**src/rtl/cpu_bus_regs.svh**
```systemverilog
// Purpose: constants for the processor bus cycle control block
// Assumes: state codes are written {s0, s1, s2}, left to right
// Notes:   definitions only, no logic
`ifndef CPU_BUS_REGS_SVH
`define CPU_BUS_REGS_SVH

// processor state codes, {s0, s1, s2}
`define ST_T1       3'h2
`define ST_T1I      3'h3
`define ST_T2       3'h1
`define ST_T3       3'h4
`define ST_T4       3'h7

// opcodes jammed onto the data bus
`define OPC_NOP     8'hC0
`define OPC_RST0    8'h05

// port selects on address bits 11..9
`define SEL_TTY_RX  3'h0
`define SEL_TTY_TX  3'h2
`define SEL_READER  3'h3

// field positions inside the latched high address
`define A13_BIT     5
`define A12_BIT     4
`define SEL_MSB     3
`define SEL_LSB     1

`endif

```
**src/rtl/cpu_bus_pkg.sv**
```systemverilog
// Purpose: shared types of the processor bus cycle control block
// Assumes: one system clock, all processor pins sampled
// Notes:   reset value of the control group lives here as a typed constant
package cpu_bus_pkg;

   // status pins coming from the processor
   typedef struct packed {
      logic       phi1;
      logic       phi2;
      logic       sync;
      logic [2:0] state_code;
   } cpu_status_t;

   // cycle kind, {cycle_code_high, cycle_code_low}
   typedef enum logic [1:0] {
      CYC_FETCH = 2'h0,
      CYC_READ  = 2'h1,
      CYC_IO    = 2'h2,
      CYC_WRITE = 2'h3
   } cycle_kind_t;

   // strobes and enables to the system bus, all registered
   typedef struct packed {
      logic low_address_strobe_n;
      logic high_address_strobe_n;
      logic latched_address_to_bus_enable_n;
      logic processor_drive_direction;
      logic memory_read_enable;
      logic restart_board_bus_grant_n;
      logic port_read_select_n;
      logic port_write_strobe_n;
      logic flag_sample_strobe;
      logic memory_write_n;
      logic io_cycle;
      logic memory_write_cycle;
      logic memory_read_cycle;
      logic early_transfer_window;
   } bus_ctl_t;

   // latched address and cycle code
   typedef struct packed {
      logic       cycle_code_high;
      logic       cycle_code_low;
      logic [5:0] high;
      logic [7:0] low;
   } latched_addr_t;

   // idle levels: active-low strobes high, flag sample strobe low, processor owns the bus
   localparam bus_ctl_t CTL_IDLE = '{
      low_address_strobe_n            : 1'b1,
      high_address_strobe_n           : 1'b1,
      latched_address_to_bus_enable_n : 1'b1,
      processor_drive_direction       : 1'b1,
      memory_read_enable              : 1'b0,
      restart_board_bus_grant_n       : 1'b1,
      port_read_select_n              : 1'b1,
      port_write_strobe_n             : 1'b1,
      flag_sample_strobe              : 1'b0,
      memory_write_n                  : 1'b1,
      io_cycle                        : 1'b0,
      memory_write_cycle              : 1'b0,
      memory_read_cycle               : 1'b0,
      early_transfer_window           : 1'b0
   };

endpackage

```
**src/rtl/cpu_bus_cycle_control.sv**
```systemverilog
// Purpose: decode processor states into system bus strobes, latch the
//          address, handle interrupt latching and opcode jamming
// Assumes: processor pins are asynchronous to clock and far slower
// Notes:   every output is one clock behind its decode
//
// What this block does
// - low strobe in first address state, sync-low phase two
// - low strobe samples acknowledge state, held
// - high strobe in second state latches upper address
// - early window flop set high strobe, gated sync
// - decode cycle code to io and write
// - write low from sync-high phase two till end
// - io with A12 or A13 means output
// - output op returns latched low byte in window
// - port write strobe during window sync phase two
// - direction high except window of non-write
// - port read select from window, io, input
// - flag sample in fourth state of input
// - memory read enable in window without acknowledge
// - teletype rise or button press sets request
// - acknowledge with second state clears request
// - teletype interrupt jams no-operation opcode
// - button flop selects restart-zero opcode instead
// - teletype interrupt follows falling start bit
// - port read select zero returns line level
// - output with A12 set, selects two, three latch bit zero
// - ready held high unless stall requested
// - acknowledge state decoded in place of first
// - request to processor changes on phase one
module cpu_bus_cycle_control
(
   input  wire logic                       clock,
   input  wire logic                       rstn,
   input  wire cpu_bus_pkg::cpu_status_t   cpu_status,
   input  wire logic [7:0]                 cpu_data_in,
   output logic      [7:0]                 cpu_data_out,
   output logic                            cpu_data_oe,
   input  wire logic [7:0]                 sys_data_in,
   output logic      [7:0]                 sys_data_out,
   output logic                            sys_data_oe,
   output cpu_bus_pkg::bus_ctl_t           bus_ctl,
   output cpu_bus_pkg::latched_addr_t      latched_addr,
   output logic                            cpu_interrupt,
   output logic                            processor_ready,
   input  wire logic                       stall_request,
   input  wire logic                       teletype_line,
   input  wire logic                       teletype_interrupt_gate,
   input  wire logic                       reset_button_sense,
   input  wire logic                       reset_button_ground_sense,
   output logic                            teletype_start_interrupt,
   output logic                            teletype_tx,
   output logic                            tape_reader_run
);
`include "cpu_bus_regs.svh"
   localparam int RAW_W = $bits(cpu_bus_pkg::cpu_status_t) + 21;
   // two-stage synchroniser for every pin
   logic [RAW_W-1:0]           meta_q;        // first stage, read only by sync_q
   logic [RAW_W-1:0]           sync_q;        // second stage, safe to decode
   cpu_bus_pkg::cpu_status_t   st_s;          // synchronised status pins
   logic [7:0]                 cpu_data_s;
   logic [7:0]                 sys_data_s;
   logic                       stall_s;
   logic                       line_s;
   logic                       gate_s;
   logic                       sense_s;
   logic                       ground_s;
   // registered state
   cpu_bus_pkg::bus_ctl_t      ctl_q,    ctl_d;
   cpu_bus_pkg::latched_addr_t addr_q,   addr_d;
   logic                       window_q, window_d;   // early window flop
   logic                       ack_q,    ack_d;      // acknowledge sampled
   logic                       irq_q,    irq_d;      // latched request
   logic                       cpu_int_q, cpu_int_d;
   logic                       button_q, button_d;   // opcode select
   logic                       press_q,  press_d;    // button level last clock
   logic                       teletype_start_interrupt_q, teletype_start_interrupt_d;
   logic                       tx_q,     tx_d;
   logic                       reader_q, reader_d;
   logic                       ready_q,  ready_d;
   logic                       phi1_q,   phi2_q;     // phase levels last clock
   logic [7:0]                 cpu_out_q, cpu_out_d;
   logic                       cpu_oe_q, cpu_oe_d;
   logic [7:0]                 sys_out_q, sys_out_d;
   logic                       sys_oe_q, sys_oe_d;
   // decode terms, kept visible for the checks below
   logic                       t1_any;
   logic                       t2;
   logic                       t3;
   logic                       t4;
   logic                       sync_low_phi2;
   logic                       lo_strobe;
   logic                       hi_strobe;
   logic                       window;
   logic                       io;
   logic                       wr;
   logic                       out_op;
   logic [2:0]                 port_sel;
   logic                       grant;
   logic                       rx_drive;
   logic                       press_rise;
   logic                       tty_rise;
   logic                       irq_set;
   logic                       irq_clear;
   logic                       phi1_rise;
   logic                       phi2_fall;
   cpu_bus_pkg::cycle_kind_t   kind;
   assign {st_s, cpu_data_s, sys_data_s, stall_s, line_s, gate_s, sense_s, ground_s} = sync_q;
   // pins cross into the clock domain through two flops
   always_ff @(posedge clock or negedge rstn)
   begin
      if (!rstn)
      begin
         meta_q <= '0;
         sync_q <= '0;
      end
      else
      begin
         meta_q <= {cpu_status, cpu_data_in, sys_data_in, stall_request, teletype_line,
                    teletype_interrupt_gate, reset_button_sense, reset_button_ground_sense};
         sync_q <= meta_q;
      end
   end
   // next values of every control register
   always_comb
   begin
      t1_any        = st_s.state_code == `ST_T1 || st_s.state_code == `ST_T1I;
      t2            = st_s.state_code == `ST_T2;
      t3            = st_s.state_code == `ST_T3;
      t4            = st_s.state_code == `ST_T4;
      sync_low_phi2 = !st_s.sync && st_s.phi2;
      phi1_rise     = st_s.phi1 && !phi1_q;
      phi2_fall     = !st_s.phi2 && phi2_q;
      lo_strobe     = t1_any && sync_low_phi2;
      hi_strobe     = t2 && sync_low_phi2;
      kind          = cpu_bus_pkg::cycle_kind_t'({addr_q.cycle_code_high, addr_q.cycle_code_low});
      io            = kind == cpu_bus_pkg::CYC_IO;
      wr            = kind == cpu_bus_pkg::CYC_WRITE;
      out_op        = io && (addr_q.high[`A13_BIT] || addr_q.high[`A12_BIT]);
      port_sel      = addr_q.high[`SEL_MSB:`SEL_LSB];
      window        = window_q && st_s.sync;
      grant         = ack_q && window && !wr;
      rx_drive      = window && !wr && io && !out_op && port_sel == `SEL_TTY_RX;
      // address latches stay transparent while their strobe is low
      addr_d = addr_q;
      if (lo_strobe)
         addr_d.low = cpu_data_s;
      if (hi_strobe)
      begin
         addr_d.high            = cpu_data_s[5:0];
         addr_d.cycle_code_low  = cpu_data_s[6];
         addr_d.cycle_code_high = cpu_data_s[7];
      end
      // acknowledge flag taken at the start of each low strobe
      ack_d = ack_q;
      if (lo_strobe && ctl_q.low_address_strobe_n)
         ack_d = st_s.state_code == `ST_T1I;
      // early window: set by high strobe, ended by sync low in transfer
      window_d = window_q;
      if (hi_strobe)
         window_d = 1'b1;
      else if (t3 && !st_s.sync)
         window_d = 1'b0;
      ctl_d                                 = ctl_q;
      ctl_d.low_address_strobe_n            = !lo_strobe;
      ctl_d.high_address_strobe_n           = !hi_strobe;
      ctl_d.early_transfer_window           = window;
      ctl_d.io_cycle                        = io;
      ctl_d.memory_write_cycle              = wr;
      ctl_d.memory_read_cycle               = kind == cpu_bus_pkg::CYC_READ;
      ctl_d.latched_address_to_bus_enable_n = !(out_op && window);
      ctl_d.port_write_strobe_n             = !(out_op && window && st_s.phi2);
      ctl_d.processor_drive_direction       = !(window && !wr);
      ctl_d.port_read_select_n              = !(window && !wr && io && !out_op);
      ctl_d.flag_sample_strobe              = io && !out_op && t4 && sync_low_phi2;
      ctl_d.restart_board_bus_grant_n       = !grant;
      ctl_d.memory_read_enable              = window && !wr && !io && !ack_q;
      // write goes low in sync-high phase two, back at end of sync-low phase two
      if (!wr)
         ctl_d.memory_write_n = 1'b1;
      else if (t3 && st_s.sync && st_s.phi2)
         ctl_d.memory_write_n = 1'b0;
      else if (phi2_fall && !st_s.sync)
         ctl_d.memory_write_n = 1'b1;
      // interrupt sources; a set in the clearing clock wins
      teletype_start_interrupt_d  = gate_s && !line_s;
      tty_rise   = teletype_start_interrupt_d && !teletype_start_interrupt_q;
      press_d    = sense_s && !ground_s;
      press_rise = press_d && !press_q;
      irq_set    = tty_rise || press_rise;
      irq_clear  = ack_q && t2 && sync_low_phi2;
      irq_d      = irq_set || (irq_q && !irq_clear);
      button_d   = press_rise || (button_q && !tty_rise);
      // processor sees the request change only on a phase one edge
      cpu_int_d = phi1_rise ? irq_q : cpu_int_q;
      ready_d   = !stall_s;

      // output port latches, taken as the write strobe opens
      tx_d     = tx_q;
      reader_d = reader_q;
      if (!ctl_d.port_write_strobe_n && ctl_q.port_write_strobe_n && addr_q.high[`A12_BIT])
      begin
         if (port_sel == `SEL_TTY_TX)
            tx_d = addr_q.low[0];
         if (port_sel == `SEL_READER)
            reader_d = addr_q.low[0];
      end

      // system bus source, jammed opcode first
      sys_oe_d  = 1'b1;
      if (grant)
         sys_out_d = button_q ? `OPC_RST0 : `OPC_NOP;
      else if (out_op && window)
         sys_out_d = addr_q.low;
      else if (rx_drive)
         sys_out_d = {7'h00, line_s};
      else
      begin
         sys_out_d = cpu_data_s;
         sys_oe_d  = ctl_d.processor_drive_direction;
      end

      // processor side of the bus switch sees the resolved system bus
      cpu_oe_d  = !ctl_d.processor_drive_direction;
      cpu_out_d = sys_oe_d ? sys_out_d : sys_data_s;
   end

   // registers of the control group
   always_ff @(posedge clock or negedge rstn)
   begin
      if (!rstn)
      begin
         ctl_q     <= cpu_bus_pkg::CTL_IDLE;
         addr_q    <= '0;
         window_q  <= 1'b0;
         ack_q     <= 1'b0;
         irq_q     <= 1'b0;
         cpu_int_q <= 1'b0;
         button_q  <= 1'b0;
         press_q   <= 1'b0;
         teletype_start_interrupt_q <= 1'b0;
         tx_q      <= 1'b1;
         reader_q  <= 1'b0;
         ready_q   <= 1'b1;
         phi1_q    <= 1'b0;
         phi2_q    <= 1'b0;
         cpu_out_q <= 8'h00;
         cpu_oe_q  <= 1'b0;
         sys_out_q <= 8'h00;
         sys_oe_q  <= 1'b0;
      end
      else
      begin
         ctl_q     <= ctl_d;
         addr_q    <= addr_d;
         window_q  <= window_d;
         ack_q     <= ack_d;
         irq_q     <= irq_d;
         cpu_int_q <= cpu_int_d;
         button_q  <= button_d;
         press_q   <= press_d;
         teletype_start_interrupt_q <= teletype_start_interrupt_d;
         tx_q      <= tx_d;
         reader_q  <= reader_d;
         ready_q   <= ready_d;
         phi1_q    <= st_s.phi1;
         phi2_q    <= st_s.phi2;
         cpu_out_q <= cpu_out_d;
         cpu_oe_q  <= cpu_oe_d;
         sys_out_q <= sys_out_d;
         sys_oe_q  <= sys_oe_d;
      end
   end

   assign bus_ctl                  = ctl_q;
   assign latched_addr             = addr_q;
   assign cpu_interrupt            = cpu_int_q;
   assign processor_ready          = ready_q;
   assign teletype_start_interrupt = teletype_start_interrupt_q;
   assign teletype_tx              = tx_q;
   assign tape_reader_run          = reader_q;
   assign cpu_data_out             = cpu_out_q;
   assign cpu_data_oe              = cpu_oe_q;
   assign sys_data_out             = sys_out_q;
   assign sys_data_oe              = sys_oe_q;

   // checks on the driven outputs
   a_low_latch:
   assert property (@(posedge clock) disable iff (!rstn)
      $rose(ctl_q.low_address_strobe_n) |-> addr_q.low == $past(cpu_data_s, 2))
      else $error("low address not captured at strobe end");
   a_dir_window:
   assert property (@(posedge clock) disable iff (!rstn)
      !ctl_q.processor_drive_direction |-> $past(window_q && !wr))
      else $error("direction low outside window of non-write");
   a_read_excl:
   assert property (@(posedge clock) disable iff (!rstn)
      ctl_q.memory_read_enable |-> ctl_q.restart_board_bus_grant_n
         && ctl_q.port_read_select_n && !ctl_q.io_cycle)
      else $error("memory read enable overlaps another bus owner");
   a_grant_ack:
   assert property (@(posedge clock) disable iff (!rstn)
      !ctl_q.restart_board_bus_grant_n |-> $past(ack_q) && !ctl_q.memory_write_cycle)
      else $error("grant without acknowledged interrupt");
   a_port_excl:
   assert property (@(posedge clock) disable iff (!rstn)
      !(!ctl_q.port_read_select_n && !ctl_q.latched_address_to_bus_enable_n))
      else $error("input and output selected together");
   a_write_cycle:
   assert property (@(posedge clock) disable iff (!rstn)
      $fell(ctl_q.memory_write_n) |-> $past(st_s.sync && t3 && wr))
      else $error("write asserted outside write cycle transfer");
   a_flag_input:
   assert property (@(posedge clock) disable iff (!rstn)
      ctl_q.flag_sample_strobe |-> $past(io && !out_op && t4 && !st_s.sync))
      else $error("flag sample outside input fourth state");
   a_irq_set:
   assert property (@(posedge clock) disable iff (!rstn)
      irq_set |=> irq_q)
      else $error("interrupt source lost");
   a_irq_clear:
   assert property (@(posedge clock) disable iff (!rstn)
      irq_clear && !irq_set |=> !irq_q)
      else $error("request not cleared after acknowledge");
   a_int_phase:
   assert property (@(posedge clock) disable iff (!rstn)
      $changed(cpu_int_q) |-> $past(st_s.phi1 && !phi1_q))
      else $error("processor request changed off phase one edge");
   a_jam_opcode:
   assert property (@(posedge clock) disable iff (!rstn)
      $past(grant && !button_q) |-> sys_oe_q && sys_out_q == `OPC_NOP)
      else $error("wrong opcode for teletype interrupt");
   a_jam_restart:
   assert property (@(posedge clock) disable iff (!rstn)
      $past(grant && button_q) |-> sys_oe_q && sys_out_q == `OPC_RST0)
      else $error("wrong opcode for button interrupt");

endmodule

```
**config.mk**
```make
export PLATFORM = sky130hd
export DESIGN_NAME = cpu_bus_cycle_control
export DESIGN_NICKNAME = d
export VERILOG_FILES = /design/src/rtl/cpu_bus_pkg.sv /design/src/rtl/cpu_bus_cycle_control.sv
export VERILOG_INCLUDE_DIRS = /design/src /design/src/rtl
export SDC_FILE = /design/constraint.sdc
export NUM_CORES = 1
export LEC_CHECK = 0
export ABC_AREA = 0
export BUFFER_PORTS_ARGS = -buffer_cell sky130_fd_sc_hd__buf_2
export CAP_MARGIN = 40
export CORE_MARGIN = 5
export CORE_UTILIZATION = 35
export CTS_BUF_LIST = sky130_fd_sc_hd__clkbuf_8
export CTS_CLUSTER_DIAMETER = 100
export CTS_CLUSTER_SIZE = 12
export DETAILED_ROUTE_END_ITERATION = 6
export HOLD_SLACK_MARGIN = 0.15
export PLACE_DENSITY_LB_ADDON = 0.05
export RECOVER_POWER = 100
export SLEW_MARGIN = 30
export SYNTH_ARGS = -nofsm -noshare
export SYNTH_HDL_FRONTEND = slang
export SYNTH_SLANG_ARGS = --single-unit
```
**constraint.sdc**
```tcl
create_clock -name clock -period 2.16 [get_ports clock]
set_clock_uncertainty 0.1 [all_clocks]
set_input_delay 0.108 -clock clock [delete_from_list [all_inputs] [get_ports clock]]
set_output_delay 0.108 -clock clock [all_outputs]
set_load 0.01 [all_outputs]
```
== Word-level counts from Yosys, hierarchy flattened ==
Index checks and enable logic that the tools add are counted.
Cells by class
  equality and inequality tests: 11
  reductions and logical operators: 65
  mux-type cells: 13
Operators with widths (number)
  8-bit two-way mux: 5
  1-bit logical AND: 35
  1-bit logical NOT: 21
  3-bit by 2-bit equality test with 1-bit output, second input constant: 4
  1-bit two-way mux: 8
  3-bit equality test, second input constant: 2
  1-bit logical OR: 5
  2-bit equality test, second input constant: 2
  2-bit AND reduction: 2
  3-bit by 1-bit equality test with 1-bit output, second input constant: 1
  3-bit logical NOT: 1
  3-bit by 1-bit inequality test with 1-bit output, second input constant: 1
  2-bit by 1-bit equality test with 1-bit output, second input constant: 1
  2-bit nonzero test: 1
Word-level totals
  register bits after elaboration: 114
  output and inout bits: 53
  word-level logic and storage cells: 125
  bits of input ports: 29

== Longest topological paths before layout ==
  depth after elaboration: 10
  mapped depth: 7
  depth with buffers taken out: 6

== Worst setup path after synthesis ==
Ideal clock, no wire load.
  path kind: reg-to-reg
  from: reg addr_q (netlist bit latched_addr[14])
  to: reg reader_q (netlist: tape_reader_run)
  arrival: 1764 ps
  buffers on the path: 1
  period minus slack after synthesis: 1989 ps
  data required time: 1935 ps
  path slack: 171 ps
  cell stages (with the launch flop): 7
  setup time: 125 ps
  cells stage by stage: dfrtp_1 -> and4b_4 -> and2_4 -> buf_8 -> nand2_4 -> or3_1 -> mux2_4
Between the ends
  cells in the longest elaborated chain, start to end: 7
RTL lines
  start: declaration: RTL line cpu_bus_cycle_control.sv:69  | cpu_bus_pkg::latched_addr_t addr_q, addr_d;
  start signal: assignment: RTL line cpu_bus_cycle_control.sv:254  | addr_q <= addr_d;
  2-bit equality test: RTL line cpu_bus_cycle_control.sv:136  | io = kind == cpu_bus_pkg::CYC_IO;
  1-bit logical AND: RTL line cpu_bus_cycle_control.sv:138  | out_op = io && (addr_q.high[`A13_BIT] || addr_q.high[`A12_BIT]);
  1-bit logical AND (2 in a row): RTL line cpu_bus_cycle_control.sv:171  | ctl_d.port_write_strobe_n = !(out_op && window && st_s.phi2);
  1-bit logical AND (2 in a row): RTL line cpu_bus_cycle_control.sv:200  | if (!ctl_d.port_write_strobe_n && ctl_q.port_write_strobe_n && addr_q.high[`A12_BIT])
  2-bit AND reduction (no source line)
  end signal: assignment: RTL line cpu_bus_cycle_control.sv:263  | reader_q <= reader_d;
  end: declaration: RTL line cpu_bus_cycle_control.sv:78  | logic reader_q, reader_d;
No other way between the ends.
A chain may end at the register's enable or synchronous reset.

==> qor.json <==
{
  "outcome": "complete, no violations",
  "finalNetCount": 391,
  "n_antenna_cell": 0,
  "global_route.peak_usage_layer": "met2",
  "dp_hpwl_um": 5490,
  "layout-area-overhead-vs-synth_pct": 31.9,
  "max_freq_mhz": 511,
  "worst_path_arrival_time_ps": 2160,
  "globalplace.congestion": 0.755,
  "layout_min_cycle_time_ps": 1960,
  "p_switching_uw": 1320,
  "dr.first_iter.drc_count": 83,
  "clock_path_buffers": 2,
  "drc": 0,
  "synth_seq_cells": 114,
  "worst-setup-path-type": "reg -> reg",
  "yosysMostFrequentCell": "sky130_fd_sc_hd__dfrtp_1",
  "postSynthNetCount": 261,
  "clockRootBuffer": "sky130_fd_sc_hd__clkbuf_8",
  "final_util": 0.472,
  "power_frac_clock": 0.374,
  "fin_total_pwr_uw": 4920,
  "asr_flop_ratio_synth": 1.00,
  "synth_enable_flop_cells": 0,
  "use_met1": 0.163,
  "htreeDepth": 4,
  "coreArea_um2": 10300,
  "initial_core_util": 0.357,
  "p_sw_frac": 0.268,
  "vias_in_the_first_global_route": 2506,
  "power_density_nw_per_um2": 1010,
  "clock_sinks": 114,
  "num_vias": 2255,
  "start_kind": "flip-flop",
  "synth_top_area_frac": 0.705,
  "synth_warnings": 0,
  "max-slew-margin-rel": 0.253,
  "grt_start_max_net_pins": 49,
  "die_area_um2": 12700,
  "cellLeakagePower_uw": 0.00214,
  "grt.met3_usage": 0.0717,
  "cellInternalPower_uw": 3610,
  "cts-buffers-inserted": 17,
  "port_buffers": 81,
  "global_route.usage.met2": 0.212,
  "wire_length_of_the_first_global_routing_pass_um": 13000,
  "drt_pre_antenna_iters": 4,
  "main_synth_ff_type": "sky130_fd_sc_hd__dfrtp_1",
  "cts-resized-gates": 0,
  "drive_above_1_share": 0.283,
  "postLayoutCellArea_um2": 4870,
  "max_cap_viol_count": 0,
  "report.final.setup_viol": 0,
  "synth.avg_cell_area_um2": 15.9,
  "final_antenna_net_count": 0,
  "ir_worst_vdd_v": 0.000561,
  "dpl-instance-area_um2": 4310,
  "synth.yosys.seq_area_share": 0.777,
  "layout.filler_cells": 970,
  "drt-wirelength-per-cell_um": 15.4,
  "netlist_instances": 232,
  "synthesis.area_um2": 3690,
  "p_seq_frac": 0.503,
  "largest_cells_by_area_after_synthesis": "sky130_fd_sc_hd__dfrtp_1 (71%), sky130_fd_sc_hd__dfstp_2 (7.1%), sky130_fd_sc_hd__mux2_2 (7.0%), sky130_fd_sc_hd__nand3_1 (1.1%), sky130_fd_sc_hd__inv_1 (1.0%)",
  "power_frac_comb": 0.122,
  "setup-tns-final_ps": 0,
  "pin_count": 82,
  "tightest_slew_ps": 1120,
  "vias_per_cell": 4.41,
  "yosys.cell_types.count": 38,
  "track_usage": 0.135,
  "totalWireLength_um": 7870,
  "timing.final.max_slew_violations": 0,
  "chipHeight_um": 113,
  "worst_ep_required_time_ps": 2360,
  "cts_tree": "done",
  "worst_setup_hold_path_clk_slew_ps": 70,
  "post-synth-top-area-cell": "sky130_fd_sc_hd__dfrtp_1",
  "hold_path_class": "in -> reg",
  "clock_insertion_delay_worst_skew_ps": 410,
  "grt_setup_unrepaired": "no",
  "final_min_period_over_clock_period": 0.907,
  "grt_remaining_overflow": 0,
  "antenna_found_initial": 0,
  "most_numerous_cell_types_in_the_synthesized_netlist": "sky130_fd_sc_hd__dfrtp_1 (104), sky130_fd_sc_hd__mux2_2 (23), sky130_fd_sc_hd__dfstp_2 (10), sky130_fd_sc_hd__inv_1 (10), sky130_fd_sc_hd__nor2_1 (10)",
  "die-width_um": 113,
  "cp_max_fo": 11,
  "worstSetupEndpointType": "flip-flop",
  "postCtsSetupRepairBufs": 0,
  "finalHoldViolCount": 0,
  "placement_rows": 37
}
-- flip-flops by register name, summed over array words and instances, names as in the netlist --
| signal | cells |
|---|---|
| tape_reader_run | 1 |
| sys_data_out | 8 |
| bus_ctl | 14 |
| sync_q | 27 |
| phi1_q | 1 |
| sys_data_oe | 1 |
| cpu_data_out | 8 |
| cpu_data_oe | 1 |
| ack_q | 1 |
| processor_ready | 1 |
| button_q | 1 |
| teletype_start_interrupt | 1 |
| latched_addr | 16 |
| irq_q | 1 |
| teletype_tx | 1 |
| phi2_q | 1 |
| cpu_interrupt | 1 |
| press_q | 1 |
| window_q | 1 |
| meta_q | 27 |
-- metrics by stage --
stage / hold WS (ps) / worst slack, ps / instances
after floorplan: -288 / 171 / 232
after global placement: 68.5 / 270 / 451
after detailed placement: 64.2 / 226 / 451
after CTS: 158 / 220 / 511
after global routing: 201 / 24.2 / 511
final: 233 / 202 / 511
-- worst paths after layout --
path	endpoint	slack, ps	startpoint	cells past startpoint
min in group asynchronous	latched_addr[8]	350	rstn	2
worst max-delay path	cpu_data_out[2]	200	latched_addr[15]	7
worst min-delay path	meta_q[15]	230	cpu_data_in[2]	2
worst max register to register	cpu_data_out[2]	200	latched_addr[15]	7
worst min register to register	sync_q[25]	250	meta_q[25]	0
max in group asynchronous	processor_ready	410	rstn	3
-- metal layers --
metal	wire, µm	share of wire	up-vias
li1	-	-	1056
met3	637	0.081	4
met1	3400	0.43	1131
met2	3790	0.48	64
met4	47	0.0060	0
met5	0	0	-
-- cells in the final DEF, fill, tap and decap left out, drive strengths merged, types with 8 or more instances in the layout --
cell / netlist / final
buf: 2 / 34
clkbuf: 3 / 74
dfrtp: 104 / 104
dfstp: 10 / 10
dlygate4sd3: 0 / 28
inv: 10 / 12
mux2: 24 / 24
nand2: 8 / 8
nand3: 8 / 8
nor2: 10 / 10
o21ai: 8 / 8
-- worst max-delay path, stage by stage (launching register included) --
cell and delay, ps:
sky130_fd_sc_hd__dfrtp_1 350, sky130_fd_sc_hd__clkbuf_1 320, sky130_fd_sc_hd__and2_2 250, sky130_fd_sc_hd__nor3_1 60, sky130_fd_sc_hd__buf_4 170, sky130_fd_sc_hd__a221oi_1 220
sky130_fd_sc_hd__a21oi_1 110, sky130_fd_sc_hd__mux2_2 270
-- logic make-up (layout without fill, tap and decap cells) --
logic type | count (synthesis) | in the layout | synth area share
buf+inv | 15 | 158 | 0.0186
simple gates | 48 | 48 | 0.0739
flops | 114 | 114 | 0.777
mux | 24 | 24 | 0.0743
compound gates | 31 | 31 | 0.0566
-- power groups by stage --
stage / clock, µW / combinational (µW) / sequential, µW
2_1_floorplan: 0 / 233 / 2560
4_1_cts: 1900 / 673 / 2480
5_1_grt: 2010 / 682 / 2510
3_5_place_dp: 0 / 633 / 2520
6_report: 1840 / 603 / 2480
3_3_place_gp: 0 / 630 / 2520
-- repair_timing --
action	in CTS	in global routing
endpoints found under the hold margin	137	0
endpoints found under the setup margin	0	0
hold buffers	28	0
-- layout make-up --
class	instances	area [µm²]	area share
Clock buffer	20	275	0.0565
Clock inverter	12	109	0.0224
Inverter	10	37.5	0.00771
Multi-Input combinational cell	103	744	0.153
Sequential cell	114	2870	0.589
Tap cell	136	170	0.0350
Timing Repair Buffer	116	667	0.137
No activity file was read; power rests on OpenSTA's default activity.
